## config.mk

```make
export PLATFORM = sky130hd
export DESIGN_NAME = mpra_top
export DESIGN_NICKNAME = d
export VERILOG_FILES = /design/src/hdl/mpra_pkg.sv /design/src/hdl/mpra_dly.sv /design/src/hdl/mpra_store.sv /design/src/hdl/mpra_top.sv
export SDC_FILE = /design/constraint.sdc
export NUM_CORES = 1
export LEC_CHECK = 0
export BUFFER_PORTS_ARGS = -buffer_cell sky130_fd_sc_hd__buf_2
export CORE_MARGIN = 2
export CORE_UTILIZATION = 65
export CTS_CLUSTER_DIAMETER = 120
export CTS_CLUSTER_SIZE = 30
export DETAILED_ROUTE_END_ITERATION = 6
export PLACE_DENSITY = 0.95
export SYNTH_ARGS = -nofsm -noshare
export SYNTH_HDL_FRONTEND = slang
export SYNTH_SLANG_ARGS = --single-unit
export TNS_END_PERCENT = 50
```

## constraint.sdc

```tcl
create_clock -name clk -period 11.65 [get_ports clk]
set_clock_uncertainty 0.2 [all_clocks]
set_input_delay 0.5825 -clock clk [delete_from_list [all_inputs] [get_ports clk]]
set_output_delay 0.5825 -clock clk [all_outputs]
set_load 0.05 [all_outputs]
```

## src/hdl/mpra_pkg.sv

```systemverilog
// Shared types and constants for the MPR access logic
package mpra_pkg;

    // ----------------------------------------
    // Command bus
    // ----------------------------------------
    typedef enum logic [2:0] {
        MPRA_OP_DES,
        MPRA_OP_MRS,
        MPRA_OP_RD,
        MPRA_OP_WR,
        MPRA_OP_REF,
        MPRA_OP_OTHER
    } mpra_op_t;

    typedef struct packed {
        mpra_op_t op;
        logic [1:0] bg;
        logic [1:0] ba;
        logic [17:0] addr;
    } mpra_cmd_t;

    // Read request travelling down the latency line
    typedef struct packed {
        logic vld;
        logic chop;
        logic hi;
        logic [1:0] loc;
    } mpra_rdq_t;

    typedef enum logic {
        MPRA_IDLE,
        MPRA_BURST
    } mpra_burst_t;

    // ----------------------------------------
    // Mode register fields
    // ----------------------------------------
    localparam logic [2:0] MR_NUM_0 = 3'h0;
    localparam logic [2:0] MR_NUM_3 = 3'h3;
    localparam int MR0_BL_LSB = 0;
    localparam int MR3_PAGE_LSB = 0;
    localparam int MR3_EN_BIT = 2;
    localparam int MR3_FMT_LSB = 11;
    localparam int ADDR_BURST_HI_BIT = 2;
    localparam logic [1:0] BL_BC4_FIXED = 2'h2;
    localparam logic [1:0] FMT_STAGGER = 2'h2;
    localparam logic [1:0] PAGE_0 = 2'h0;
    localparam logic [2:0] LAST_BEAT = 3'h7;
    localparam logic [2:0] CHOP_BEAT = 3'h4;

    // ----------------------------------------
    // Register map (byte offsets)
    // ----------------------------------------
    localparam logic [3:0] REG_CFG = 4'h0;
    localparam logic [3:0] REG_STAT = 4'h4;
    localparam logic [3:0] REG_DATA = 4'h8;
    localparam int CFG_CL_LSB = 0;
    localparam int CFG_AL_LSB = 8;
    localparam int CFG_PL_LSB = 16;
    localparam logic [4:0] CL_RST = 5'h0B;
    localparam logic [4:0] AL_RST = 5'h00;
    localparam logic [3:0] PL_RST = 4'h0;

    // ----------------------------------------
    // Pattern storage after reset
    // ----------------------------------------
    localparam logic [31:0] MPR_RST = 32'h000F3355;

endpackage

```

## src/hdl/mpra_dly.sv

```systemverilog
// Shift line that delays read requests, every stage visible
`timescale 1ns/1ps
`default_nettype none
module mpra_dly #(
    parameter int W = 5,
    parameter int D = 64
) (
    input wire logic clk,
    input wire logic reset,
    input wire logic [W-1:0] din,
    output logic [D*W-1:0] taps
);
    logic [D*W-1:0] taps_r;
    logic [D*W-1:0] taps_nxt;

    initial begin
        if (D < 2 || W < 1) begin
            $error("mpra_dly: depth below two");
        end
    end

    // Shift one stage per clock
    always_comb begin
        taps_nxt = {taps_r[(D-1)*W-1:0], din};
    end

    always_ff @(posedge clk) begin
        if (reset) begin
            taps_r <= '0;
        end else begin
            taps_r <= taps_nxt;
        end
    end

    assign taps = taps_r;
endmodule
`default_nettype wire

```

## src/hdl/mpra_store.sv

```systemverilog
// Four eight-bit pattern locations of MPR page 0
`timescale 1ns/1ps
`default_nettype none
module mpra_store (
    input wire logic clk,
    input wire logic reset,
    input wire logic wr_en,
    input wire logic [1:0] wr_loc,
    input wire logic [7:0] wr_data,
    output logic [31:0] words
);
    logic [31:0] words_r;
    logic [31:0] words_nxt;

    // Replace the addressed byte on a write
    always_comb begin
        words_nxt = words_r;
        if (wr_en) begin
            words_nxt[{wr_loc, 3'h0} +: 8] = wr_data;
        end
    end

    // Contents survive everything but reset
    always_ff @(posedge clk) begin
        if (reset) begin
            words_r <= mpra_pkg::MPR_RST;
        end else begin
            words_r <= words_nxt;
        end
    end

    assign words = words_r;
endmodule
`default_nettype wire

```

## src/hdl/mpra_top.sv

```systemverilog
// MPR access logic: mode, pattern writes, staggered read bursts
//
// How it works
// - staggered read of location n puts n+j (mod 4) on lane j.
// - back-to-back reads stream bursts with no idle beat between.
// - x8 lower nibble repeats the same location pattern as upper.
// - x16 lanes 8..15 carry the same locations as lanes 0..7.
// - burst chop four returns beats 0..3, then released lanes.
// - bank bits 00..11 pick location 0..3.
// - parity latency adds to read data delay when enabled.
// - MR3 bit 2 steers reads and writes to MPR; clear returns.
// - write stores A7..A0 into location, A7 on beat 0 onward.
// - written patterns stay until reset.
// - writes ignore A10, bank groups and other address bits.
// - burst starts AL plus CL (plus PL) cycles after read, for totals from 2 to MAX_RL+1.
//
// Added by the designer: the register addresses and the Wishbone register port.
`timescale 1ns/1ps
`default_nettype none
module mpra_top #(
    parameter int DQ_W = 8,
    parameter int MAX_RL = 64
) (
    input wire logic clk,
    input wire logic reset,
    input wire mpra_pkg::mpra_cmd_t cmd,
    input wire logic wb_cyc_i,
    input wire logic wb_stb_i,
    input wire logic wb_we_i,
    input wire logic [3:0] wb_adr_i,
    input wire logic [3:0] wb_sel_i,
    input wire logic [31:0] wb_dat_i,
    output logic [31:0] wb_dat_o,
    output logic wb_ack_o,
    output logic [DQ_W-1:0] dq_o,
    output logic dq_oe
);
    initial begin
        if (!(DQ_W == 4 || DQ_W == 8 || DQ_W == 16) || MAX_RL < 2 ||
            MAX_RL > 127) begin
            $error("mpra_top: unsupported width or latency depth");
        end
    end

    // ----------------------------------------
    // Mode state and command decode
    // ----------------------------------------
    logic mpr_en_r, mpr_en_nxt;
    logic [1:0] page_r, page_nxt;
    logic [1:0] fmt_r, fmt_nxt;
    logic [1:0] bl_r, bl_nxt;
    logic [2:0] mr_num;
    logic rd_acc, wr_acc;
    logic [7:0] wr_byte;

    assign mr_num = {cmd.bg[0], cmd.ba};
    assign rd_acc = cmd.op == mpra_pkg::MPRA_OP_RD && mpr_en_r;
    assign wr_acc = cmd.op == mpra_pkg::MPRA_OP_WR && mpr_en_r &&
                    page_r == mpra_pkg::PAGE_0;

    // Write byte reversed so A7 lands on beat 0 (bit 0)
    always_comb begin
        for (int k = 0; k < 8; k++) begin
            wr_byte[k] = cmd.addr[7-k];
        end
    end

    // Mode register commands update the MPR controls
    always_comb begin
        mpr_en_nxt = mpr_en_r;
        page_nxt = page_r;
        fmt_nxt = fmt_r;
        bl_nxt = bl_r;
        if (cmd.op == mpra_pkg::MPRA_OP_MRS) begin
            if (mr_num == mpra_pkg::MR_NUM_3) begin
                mpr_en_nxt = cmd.addr[mpra_pkg::MR3_EN_BIT];
                page_nxt = cmd.addr[mpra_pkg::MR3_PAGE_LSB +: 2];
                fmt_nxt = cmd.addr[mpra_pkg::MR3_FMT_LSB +: 2];
            end else if (mr_num == mpra_pkg::MR_NUM_0) begin
                bl_nxt = cmd.addr[mpra_pkg::MR0_BL_LSB +: 2];
            end
        end
    end

    always_ff @(posedge clk) begin
        if (reset) begin
            mpr_en_r <= 1'b0;
            page_r <= 2'h0;
            fmt_r <= 2'h0;
            bl_r <= 2'h0;
        end else begin
            mpr_en_r <= mpr_en_nxt;
            page_r <= page_nxt;
            fmt_r <= fmt_nxt;
            bl_r <= bl_nxt;
        end
    end

    // ----------------------------------------
    // Pattern storage and read latency line
    // ----------------------------------------
    logic [31:0] words;
    mpra_pkg::mpra_rdq_t rq_in, rq_tap;
    logic [MAX_RL*$bits(mpra_pkg::mpra_rdq_t)-1:0] taps;
    logic [4:0] cl_r, al_r;
    logic [3:0] pl_r;
    logic [6:0] rl;
    logic [6:0] tap_idx;

    mpra_store u_store (
        .clk(clk),
        .reset(reset),
        .wr_en(wr_acc),
        .wr_loc(cmd.ba),
        .wr_data(wr_byte),
        .words(words)
    );

    // Request carries location, chop and start half of the burst
    always_comb begin
        rq_in.vld = rd_acc;
        rq_in.chop = bl_r == mpra_pkg::BL_BC4_FIXED;
        rq_in.hi = cmd.addr[mpra_pkg::ADDR_BURST_HI_BIT];
        rq_in.loc = cmd.ba;
    end

    mpra_dly #(
        .W($bits(mpra_pkg::mpra_rdq_t)),
        .D(MAX_RL)
    ) u_dly (
        .clk(clk),
        .reset(reset),
        .din(rq_in),
        .taps(taps)
    );

    // Tap two stages early: one for the engine, one for the pin flop
    assign rl = 7'(cl_r) + 7'(al_r) + 7'(pl_r);
    always_comb begin
        if (rl < 7'h02) begin
            tap_idx = 7'h00;
        end else if (rl - 7'h02 > 7'(MAX_RL - 1)) begin
            tap_idx = 7'(MAX_RL - 1);
        end else begin
            tap_idx = rl - 7'h02;
        end
        rq_tap = taps[tap_idx*$bits(mpra_pkg::mpra_rdq_t) +:
                      $bits(mpra_pkg::mpra_rdq_t)];
    end

    // ----------------------------------------
    // Burst engine and lane driver
    // ----------------------------------------
    mpra_pkg::mpra_burst_t st_r, st_nxt;
    logic [2:0] beat_r, beat_nxt;
    logic [1:0] loc_r, loc_nxt;
    logic chop_r, chop_nxt, hi_r, hi_nxt;
    logic [DQ_W-1:0] dq_r, dq_nxt;
    logic oe_r, oe_nxt;

    // A new request restarts at beat 0 even on the last beat
    always_comb begin
        st_nxt = st_r;
        beat_nxt = beat_r;
        loc_nxt = loc_r;
        chop_nxt = chop_r;
        hi_nxt = hi_r;
        if (rq_tap.vld) begin
            st_nxt = mpra_pkg::MPRA_BURST;
            beat_nxt = 3'h0;
            loc_nxt = rq_tap.loc;
            chop_nxt = rq_tap.chop;
            hi_nxt = rq_tap.hi;
        end else begin
            case (st_r)
                mpra_pkg::MPRA_BURST: begin
                    if (beat_r == mpra_pkg::LAST_BEAT) begin
                        st_nxt = mpra_pkg::MPRA_IDLE;
                    end
                    beat_nxt = beat_r + 3'h1;
                end
                default: st_nxt = mpra_pkg::MPRA_IDLE;
            endcase
        end
    end

    // Each lane picks a location, rotated in staggered format; bit index is the beat, upper half first when hi is set
    always_comb begin
        logic [2:0] ub;
        logic [1:0] w;
        ub = 3'h0;
        w = 2'h0;
        dq_nxt = '0;
        oe_nxt = 1'b0;
        if (st_r == mpra_pkg::MPRA_BURST) begin
            ub = beat_r ^ {hi_r, 2'h0};
            oe_nxt = !(chop_r && beat_r >= mpra_pkg::CHOP_BEAT);
            for (int j = 0; j < DQ_W; j++) begin
                if (fmt_r == mpra_pkg::FMT_STAGGER) begin
                    w = loc_r + 2'(j % 4);
                end else begin
                    w = loc_r;
                end
                if (oe_nxt && page_r == mpra_pkg::PAGE_0) begin
                    dq_nxt[j] = words[{w, ub}];
                end
            end
        end
    end

    always_ff @(posedge clk) begin
        if (reset) begin
            st_r <= mpra_pkg::MPRA_IDLE;
            beat_r <= 3'h0;
            loc_r <= 2'h0;
            chop_r <= 1'b0;
            hi_r <= 1'b0;
            dq_r <= '0;
            oe_r <= 1'b0;
        end else begin
            st_r <= st_nxt;
            beat_r <= beat_nxt;
            loc_r <= loc_nxt;
            chop_r <= chop_nxt;
            hi_r <= hi_nxt;
            dq_r <= dq_nxt;
            oe_r <= oe_nxt;
        end
    end

    assign dq_o = dq_r;
    assign dq_oe = oe_r;

    // ----------------------------------------
    // Wishbone register slave
    // ----------------------------------------
    logic ack_r, ack_nxt;
    logic [31:0] dat_r, dat_nxt;
    logic [4:0] cl_nxt, al_nxt;
    logic [3:0] pl_nxt;
    logic [31:0] cfg_word, stat_word;

    assign cfg_word = {12'h0, pl_r, 3'h0, al_r, 3'h0, cl_r};
    assign stat_word = {24'h0, st_r == mpra_pkg::MPRA_BURST, bl_r,
                        fmt_r, page_r, mpr_en_r};

    // Ack one cycle after the strobe; writes land at the acked edge
    always_comb begin
        ack_nxt = wb_cyc_i && wb_stb_i && !ack_r;
        dat_nxt = dat_r;
        cl_nxt = cl_r;
        al_nxt = al_r;
        pl_nxt = pl_r;
        if (ack_nxt) begin
            case (wb_adr_i)
                mpra_pkg::REG_CFG: dat_nxt = cfg_word;
                mpra_pkg::REG_STAT: dat_nxt = stat_word;
                mpra_pkg::REG_DATA: dat_nxt = words;
                default: dat_nxt = 32'h0;
            endcase
        end
        if (ack_r && wb_cyc_i && wb_stb_i && wb_we_i &&
            wb_adr_i == mpra_pkg::REG_CFG) begin
            if (wb_sel_i[0]) begin
                cl_nxt = wb_dat_i[mpra_pkg::CFG_CL_LSB +: 5];
            end
            if (wb_sel_i[1]) begin
                al_nxt = wb_dat_i[mpra_pkg::CFG_AL_LSB +: 5];
            end
            if (wb_sel_i[2]) begin
                pl_nxt = wb_dat_i[mpra_pkg::CFG_PL_LSB +: 4];
            end
        end
    end

    always_ff @(posedge clk) begin
        if (reset) begin
            ack_r <= 1'b0;
            dat_r <= 32'h0;
            cl_r <= mpra_pkg::CL_RST;
            al_r <= mpra_pkg::AL_RST;
            pl_r <= mpra_pkg::PL_RST;
        end else begin
            ack_r <= ack_nxt;
            dat_r <= dat_nxt;
            cl_r <= cl_nxt;
            al_r <= al_nxt;
            pl_r <= pl_nxt;
        end
    end

    assign wb_ack_o = ack_r;
    assign wb_dat_o = dat_r;

    // ----------------------------------------
    // Checks
    // ----------------------------------------
    logic [7:0] lat_r;
    logic lat_run_r;
    logic [31:0] words_q_r;

    // Cycles since the first read issued while none was being timed
    always_ff @(posedge clk) begin
        words_q_r <= words;
        if (reset) begin
            lat_r <= 8'h00;
            lat_run_r <= 1'b0;
        end else if (rd_acc && !lat_run_r) begin
            lat_r <= 8'h00;
            lat_run_r <= 1'b1;
        end else begin
            lat_r <= lat_r + 8'h01;
            if (oe_r && lat_run_r) begin
                lat_run_r <= 1'b0;
            end
        end
    end
endmodule
`default_nettype wire

```

---- Word level (Yosys, flattened, before mapping) ----
Cells that the tools add are included.
W data, S select, Z words.
cells by class
  add/subtract/negate cells ............... 8
  equality and inequality tests ........... 9
  bitwise logic cells ..................... 3
  order comparisons ....................... 7
  shifts and indexed selects .............. 3
  reduce and logical (&&, ||, !) cells .... 23
  mux-type cells .......................... 26
  multipliers ............................. 1
operators with widths
  kind                      number
  $shiftx A320 B11 Y5       1
  $pmux W32 S3              1
  $bwmux W32                1
  $shift A8 B7 Y32 const A  1
  $shiftx A8 B7 Y32         1
  $lt A5 B6 Y1 const B      4
  $bmux W1 S5               4
  $mux W2                   7
  $mux W7                   2
  $logic_and A1 B1 Y1       11
  $mux W1                   11
  $mul A7 B3 Y10 const B    1
  $eq A3 B2 Y1 const B      3
  $reduce_and A2 Y1         4
  $add A6 B4 Y7             1
  $gt A7 B6 Y1 const B      1
  $lt A7 B2 Y1 const B      1
  $neg A5 Y7                1
  $sub A7 B2 Y7 const B     1
  $add A5 B5 Y6             1
  $add A2 B2 Y2 const B     2
  $eq A2 B2 Y1 const B      2
  $eq A4 B3 Y1 const B      1
  $eq A4 B4 Y1 const B      1
  other kinds (13)          16
storage, ports and cells
  register bits after elaboration ......... 423
  output and inout bits ................... 42
  logic and storage cells ................. 98
  bits of input ports ..................... 70

---- Longest topological paths before layout ----
Gate-level depths: netlist of run 1.
  depth after elaboration ................. 9
  mapped depth ............................ 18
  mapped depth without buffers ............ 15

---- Cells and area by module ----
A second synthesis of run 1 with hierarchy kept.
unflattened totals
  cell total of the unflattened synthesis .. 1701
  area, all modules ....................... 16540.9 um^2
modules (own cells, without submodules)
  module      area an instance (um^2)  times used  cells each
  mpra_dly    8575.7                   1           675
  mpra_top    6666.4                   1           903
  mpra_store  1298.7                   1           123

---- Least setup slack after synthesis of run 1 ----
No wires, ideal clock.
  path kind ............................... flip-flop to flip-flop
  from .................................... reg cl_r[1]
  to ...................................... reg loc_r[0]
  arrival time ............................ 4267 ps
  setup slack ............................. 7045 ps
  cell stages (with the launch flop) ...... 18
  clock period less this slack ............ 4605 ps
  cells stage by stage .................... dfxtp_1 -> fa_1 -> ha_1 -> fa_1 -> inv_1 -> ha_1 -> clkbuf_1 -> o211ai_1 -> inv_1 -> a211oi_4 -> nor2_2 -> buf_6 -> buf_2 -> nand2_1 -> nand3_1 -> a22o_1 -> o31ai_1 -> o221ai_1
on the way
  longest elaborated chain between the ends .. 8
RTL lines
  element                 RTL line                          source
  start, declared         mpra_top.sv:105                   logic [4:0] cl_r, al_r;
  start signal, assigned  mpra_top.sv:280                   cl_r <= mpra_pkg::CL_RST;
  start signal, assigned  mpra_top.sv:286                   cl_r <= cl_nxt;
  $add A5 B5 Y6 *         mpra_top.sv:138                   assign rl = 7'(cl_r) + 7'(al_r) + 7'(pl_r);
  $add A6 B4 Y7 *         mpra_top.sv:138
  $sub A7 B2 Y7           mpra_top.sv:142, mpra_top.sv:145
  $gt A7 B6 Y1            mpra_top.sv:142                   end else if (rl - 7'h02 > 7'(MAX_RL - 1)) begin
  $mux W7                 mpra_top.sv:142
  $mux W7 *               mpra_top.sv:140                   if (rl < 7'h02) begin
  $mul A7 B3 Y10 *        mpra_top.sv:147                   rq_tap = taps[tap_idx*$bits(mpra_pkg::mpra_rdq_t) +:
  $shiftx A320 B11 Y5 *   mpra_top.sv:147
  end signal, assigned    mpra_top.sv:223                   loc_r <= loc_nxt;
  end, declared           mpra_top.sv:156                   logic [1:0] loc_r, loc_nxt;
Every way passes the cells marked *; elsewhere a longest branch is shown, timed or not.
A chain may end at the register's enable or synchronous reset.

---- Final worst setup path of run 1 ----
  from .................................... reg cl_r[1]
  to ...................................... reg hi_r
on the way
  longest elaborated chain between the ends .. 8
RTL lines
  element                RTL line                          source
  $add A5 B5 Y6 *        mpra_top.sv:138
  $add A6 B4 Y7 *        mpra_top.sv:138
  $sub A7 B2 Y7          mpra_top.sv:142, mpra_top.sv:145
  $gt A7 B6 Y1           mpra_top.sv:142
  $mux W7                mpra_top.sv:142
  $mux W7 *              mpra_top.sv:140
  $mul A7 B3 Y10 *       mpra_top.sv:147
  $shiftx A320 B11 Y5 *  mpra_top.sv:147
  end signal, assigned   mpra_top.sv:225                   hi_r <= hi_nxt;
  end, declared          mpra_top.sv:157                   logic chop_r, chop_nxt, hi_r, hi_nxt;
Marks and branches as above.

==> metrics.md, run 1 <==
| Metric | Value |
|---|---|
| Outcome | complete, no violations |
| EDFF count, synth | 0 |
| Num CTS Buffers | 17 |
| Primary FF master, synth | dfxtp_1 |
| Met3 wire len | 3250 um |
| P_sw | 0.460 mW |
| Via-to-Cell Ratio | 6.23 |
| TNS Setup | 0 ns |
| Sequential share of power | 66.0% |
| Final Cycle Share | 54.8% |
| Setup Buffers After CTS | 0 |
| Die Y | 164 um |
| RD Place Congestion | 0.888 |
| Critical path's slowest cell | o21ai_2 |
| Core area | 0.0252 sq mm |
| Final hold violation count | 0 |
| Clock buffer depth | 3 |
| CP Data Arrival Time | 6.56 ns |
| Layout cells sized above 1 | 9.34% |
| Layout area overhead | 5.27% |
| Initial antenna violation count | 0 |
| Final Setup Violations | 0 |
| # IOs | 112 |
| Drc violations | 0 |
| Global-route wire length before repair | 64,900 um |
| Clock Pin Slew Worst Setup and Hold Paths | 0.11 ns |
| ANT cells | 0 |
| Leak pwr | 6.59 nW |
| Switching Share | 21.2% |
| Number of gates resized after cts | 0 |
| M1 wire length | 16,200 um |
| Worst Path Buf+Inv | 2 |
| Critical Path RT | 11.83 ns |
| Max-cap violations | 0 |
| Count of warnings emitted by yosys | 0 |
| Pre-CTS worst setup slack | 5.45 ns |
| DP HPWL | 25,900 um |
| CP max stage delay | 0.77 ns |
| RSZ-0062 raised after global routing | no |
| Most frequent cells in the layout | 419 x dfxtp_1, 313 x nor2b_1, 253 x nand2_1 |
| Worst min path class | in2reg |
| # rows | 58 |
| Clk pwr share | 31.4% |
| Final nets | 1,888 |
| WL final | 40,400 um |
| Internal power | 1.71 mW |
| Met2 Routed Length | 19,100 um |
| Worst rel slew slack | 24.5% |
| Startpoint Class | register |
| Drt pass-1 iters | 6 |
| Crit-path leading delay family | compound AO/OA/AOI/OAI gates |
| Vias | 13,300 |
| Syn avg cell area | 9.23 sq um |
| Critical-path cell list | fa_1 -> ha_1 -> clkinv_1 -> ha_1 -> o211ai_1 -> o211ai_4 -> buf_4 -> o21ai_2 -> nand3_1 -> nand4_1 -> o21ai_0 -> o31ai_1 -> o221ai_1 |
| Clock root buffer | clkbuf_16 |
| Buffers on Ports | 83 |
| Total grt overflow | 0 |
| H-tree depth | 1 |
| Vias in the first global route | 13,000 |
| Pin count of the biggest net entering global routing | 234 |
| Die W | 164 um |
| Synth Net Count | 1,890 |
| Pwr/cell area | 124 mW/mm^2 |
| Final WS setup | 5.26 ns |
| Clk_lat worst skew | 0.53 ns |
| Combinational share of power | 2.6% |
| GRT Total Usage | 29.8% |
| Initial cell density of the core | 66.0% |
| Kind of critical path | reg2reg |
| Crit path max fanout | 25 |
| CP most frequent cell | ha_1 |
| Hold buffers post-CTS | 0 |
| Synth async-reset ratio | 0% |
| Fmax | 157 MHz |
| Routed WL per cell | 19.0 um |
| 1st-iter DRT viols | 1,599 |
| Sequential share of the synthesized area | 50.4% |
| Slew @ Worst Pin | 1.13 ns |
| CTS tree | built |
| FILL cells | 1,746 |
| Tmin final | 6.39 ns |
| Top routing layer used | met4 |
| Peak supply drop | 0.138 mV |
| Cells after Synth | 1,802 |
| Post-synthesis instance area | 0.0166 sq mm |
| Crit path capture type | register |
| Die Area | 0.0269 sq mm |
| Unique masters post-synth | 88 |
| Commonest non-fill, non-tap cell in the layout | dfxtp_1 |
| Clk sinks | 419 |
| Post-synthesis register bit count | 419 |
| Post-DRT Antenna Nets | 0 |
| Max-slew violation count | 0 |
[area by class of cell]
class	instances	area, sq um	share of cell area [%]
flip-flops and latches	419	8390	47.9
multi-input cells	1244	7650	43.7
repair buffers	99	558	3.19
clock buffers	18	429	2.45
well taps	330	413	2.36
inverters	19	71.3	0.407
[final timing paths]
| kind | cells after the start | slack (ns) | endpoint | start |
|---|---|---|---|---|
| worst max register to register | 13 | 5.26 | hi_r | cl_r[1] |
| worst min register to register | 2 | 0.26 | u_dly.taps[309] | u_dly.taps[304] |
| worst max-delay path | 13 | 5.26 | hi_r | cl_r[1] |
| worst min-delay path | 2 | 0.02 | u_dly.taps[4] | cmd[24] |
[logic make-up (layout without fill, tap and decap cells)]
group,Yosys count,in the layout,synth area share [%]
AOI/OAI and AO/OA,282,282,12.3
xor gates and xnor gates,9,9,0.587
adders and majority gates,18,18,1.58
buffers and inverters,139,136,3.81
DFF,419,419,50.4
muxes,49,49,3.60
and+or+nand+nor,886,886,27.7
[synth_stat cells (all sizes together), types with 22 or more instances]
master  count  share of area [%]
nand3     105                3.2
nor2       97                2.3
mux2i      35                2.1
nor2b     313                 12
clkbuf     68                1.5
a21oi      83                2.5
and3       26                1.0
dfxtp     419                 50
o21ai      34                1.1
nor3       22               0.86
buf        52                1.8
nand2     256                5.9
[flip-flops by register name (all words and copies together), names as in the netlist, 3 cells and up]
name,cells
dq_o,4
pl_r,4
u_store.words,32
u_dly.taps,320
wb_dat_o,32
al_r,5
cl_r,5
beat_r,3
[per-layer routing]
layer | vias to the layer above | track usage, %
li1 | 6125 | -
met5 | - | 0
met4 | 0 | 14.8
met3 | 118 | 4.24
met1 | 6357 | 38.6
met2 | 661 | 49.1
[stage by stage]
stage	hold WS, ns	cell area (sq um)	std cells	power (mW)	utilization, %
3_5_place_dp	0.232	17100	2111	1.52	67.8
2_1_floorplan	0.216	16600	1802	1.50	-
6_report	0.0165	17500	2129	2.17	69.5
3_3_place_gp	0.226	17100	2111	1.52	67.8
5_1_grt	0.0142	17500	2129	2.23	69.5
4_1_cts	0.0128	17500	2129	2.18	69.5
[worst register-to-register path: cells and delay by family, from the launching register on]
family	cells	cell delay, ns
simple gates	2	0.28
buf+inv	2	0.82
compound gates	6	2.70
flops	1	0.49
fa+ha+maj	3	1.75
[power by group through the flow]
stage / clock network [mW] / registers, mW / logic [mW]
floorplan: 0 / 1.47 / 0.0347
global placement: 0 / 1.47 / 0.0534
detailed placement: 0 / 1.47 / 0.0545
CTS: 0.687 / 1.44 / 0.0547
global route: 0.734 / 1.44 / 0.0604
finish: 0.683 / 1.44 / 0.0560
Power figures use the tool's default switching activity.
==> inputs of run 2 (changes only) <==
- CORE_UTILIZATION: 65 -> 60
- PLACE_DENSITY: 0.95 -> 0.89
- clock period: 11.65 -> 6.3 ns (I/O delays scaled with it)
==> run 2 against run 1 <==
Die area up 8.1%. Power up 86%. Worst hold slack better by 0.016 ns. Global-route usage down 1.6 points. Worst setup slack worse by 4.5 ns. Final cell count up 4.6%. Non-clock buffer count up 54. Sequential power up 84%. Clock-buffer cell count unchanged. Wire length up 2.6%. Fmax up 15%. Cell area up 3.1%. Critical endpoint unchanged. Largest power group unchanged.
==> metrics.md, run 2 (synthesis results as in run 1) <==
| Metric | Value |
|---|---|
| Outcome | complete, no violations |
| Max reg flops | 320 |
| Global routing usage on met3 | 4.70% |
| RD Place Congestion | 0.966 |
| TNS Setup | 0 ns |
| Crit path max fanout | 19 |
| Routed WL per cell | 18.6 um |
| GRT met2 Usage | 46.6% |
| Leak pwr | 6.82 nW |
| Crit path capture type | register |
| Worst rel slew slack | 17.3% |
| Via-to-Cell Ratio | 6.04 |
| Fmax | 180 MHz |
| Core area | 0.0271 sq mm |
| CTS tree | built |
| GRT Total Usage | 28.2% |
| Slew @ Worst Pin | 1.22 ns |
| Grt peak-use layer | met2 |
| Power Total | 4.05 mW |
| # IOs | 112 |
| Pin count of the biggest net entering global routing | 180 |
| Pre-CTS worst setup slack | 1.02 ns |
| Vias in the first global route | 13,400 |
| Layout area overhead | 8.55% |
| Final Non-Filler Cells | 2,226 |
| Buffers on Ports | 83 |
| Tmin final | 5.56 ns |
| Most frequent cells in the layout | 419 x dfxtp_1, 313 x nor2b_1, 253 x nand2_1 |
| Vias | 13,500 |
| WL final | 41,400 um |
| RSZ-0062 raised after global routing | no |
| Initial antenna violation count | 0 |
| 1st-iter DRT viols | 1,475 |
| Clk_lat worst skew | 0.53 ns |
| H-tree depth | 1 |
| Global-route wire length before repair | 66,400 um |
| Met1 Track Usage GR | 36.3% |
| Final WS setup | 0.742 ns |
| Drc violations | 0 |
| Layout cells sized above 1 | 10.1% |
| ANT cells | 0 |
| Clk sinks | 419 |
| Initial cell density of the core | 61.4% |
| Clock Pin Slew Worst Setup and Hold Paths | 0.11 ns |
| Critical Path RT | 6.55 ns |
| Placed cells | 2,171 |
| Core Util, Final | 66.6% |
| Drt pass-1 iters | 6 |
| Final Setup Violations | 0 |
| Die Area | 0.0291 sq mm |
| Die Y | 170 um |
| Peak supply drop | 0.186 mV |
| Startpoint Class | register |
| Total grt overflow | 0 |
| Post-DRT Antenna Nets | 0 |
| DP HPWL | 26,500 um |
| Worst min path class | in2reg |
| Final hold violation count | 0 |
| Max-cap violations | 0 |
| Clock root buffer | clkbuf_16 |
| Commonest non-fill, non-tap cell in the layout | dfxtp_1 |
| Max-slew violation count | 0 |
| Pwr/cell area | 224 mW/mm^2 |
| Clock buffer depth | 3 |
| Die W | 170 um |
| CP Data Arrival Time | 5.81 ns |
| Final nets | 1,942 |
| Final Cycle Share | 88.2% |
| # rows | 60 |
| Num CTS Buffers | 17 |
| Kind of critical path | reg2reg |
## run 2: cell count changes in the layout (fill, tap and decap cells not counted), sizes merged
cell         before  now
buf              99  117
dlygate4sd3       0   36
inv              18   19
## run 2: power by group
part           total [mW]  switching, mW  internal [mW]
clock                1.28          0.780          0.497
sequential           2.65        0.00284           2.65
combinational       0.118         0.0823         0.0360
## run 2: critical path: stages (launching register included)
cell,delay (ns)
dfxtp_1,0.51
fa_1,0.45
ha_1,0.24
fa_1,0.53
inv_1,0.11
ha_1,0.21
nand2_1,0.17
o21bai_1,0.33
a32oi_4,0.25
o211ai_4,0.64
a221oi_1,0.20
o31ai_1,0.28
o211ai_1,0.18
a21boi_1,0.65
o31ai_1,0.23
buf_4,0.21
o221ai_1,0.07
## run 2: layout make-up
class / count / area [sq um]
sequential: 419 / 8390
clock buffer: 18 / 429
tap: 372 / 465
multi-input combinational: 1244 / 7650
clock inverter: 1 / 8.76
fill: 2039 / 9050
inverter: 19 / 71.3
timing repair buffer: 153 / 1040
## run 2: final timing paths
check | startpoint | end | slack (ns) | cells past startpoint
worst min register to register | wb_dat_o[31] | wb_dat_o[31] | 0.26 | 2
worst min-delay path | wb_sel_i[0] | cl_r[3] | 0.03 | 3
worst max-delay path | cl_r[1] | hi_r | 0.74 | 16
worst max register to register | cl_r[1] | hi_r | 0.74 | 16
## run 2: what timing repair did
item	4_1_cts	5_1_grt
endpoints found under the hold margin	53	0
buffers inserted	0	0
resized for setup	0	0
hold buffers	36	0
## run 2: routing by layer
layer	share of wire (%)	wire, um
met5	0	0
met4	4.6	1920
met3	8.6	3560
met2	46	19300
met1	40	16700
## run 2: through the flow
stage | instance area [sq um] | hold slack [ns]
after global placement | 17300 | 0.228
final | 18100 | 0.0324
after floorplan | 16600 | 0.192
after global routing | 18100 | 0.00997
after detailed placement | 17300 | 0.235
after CTS | 18100 | 0.00286
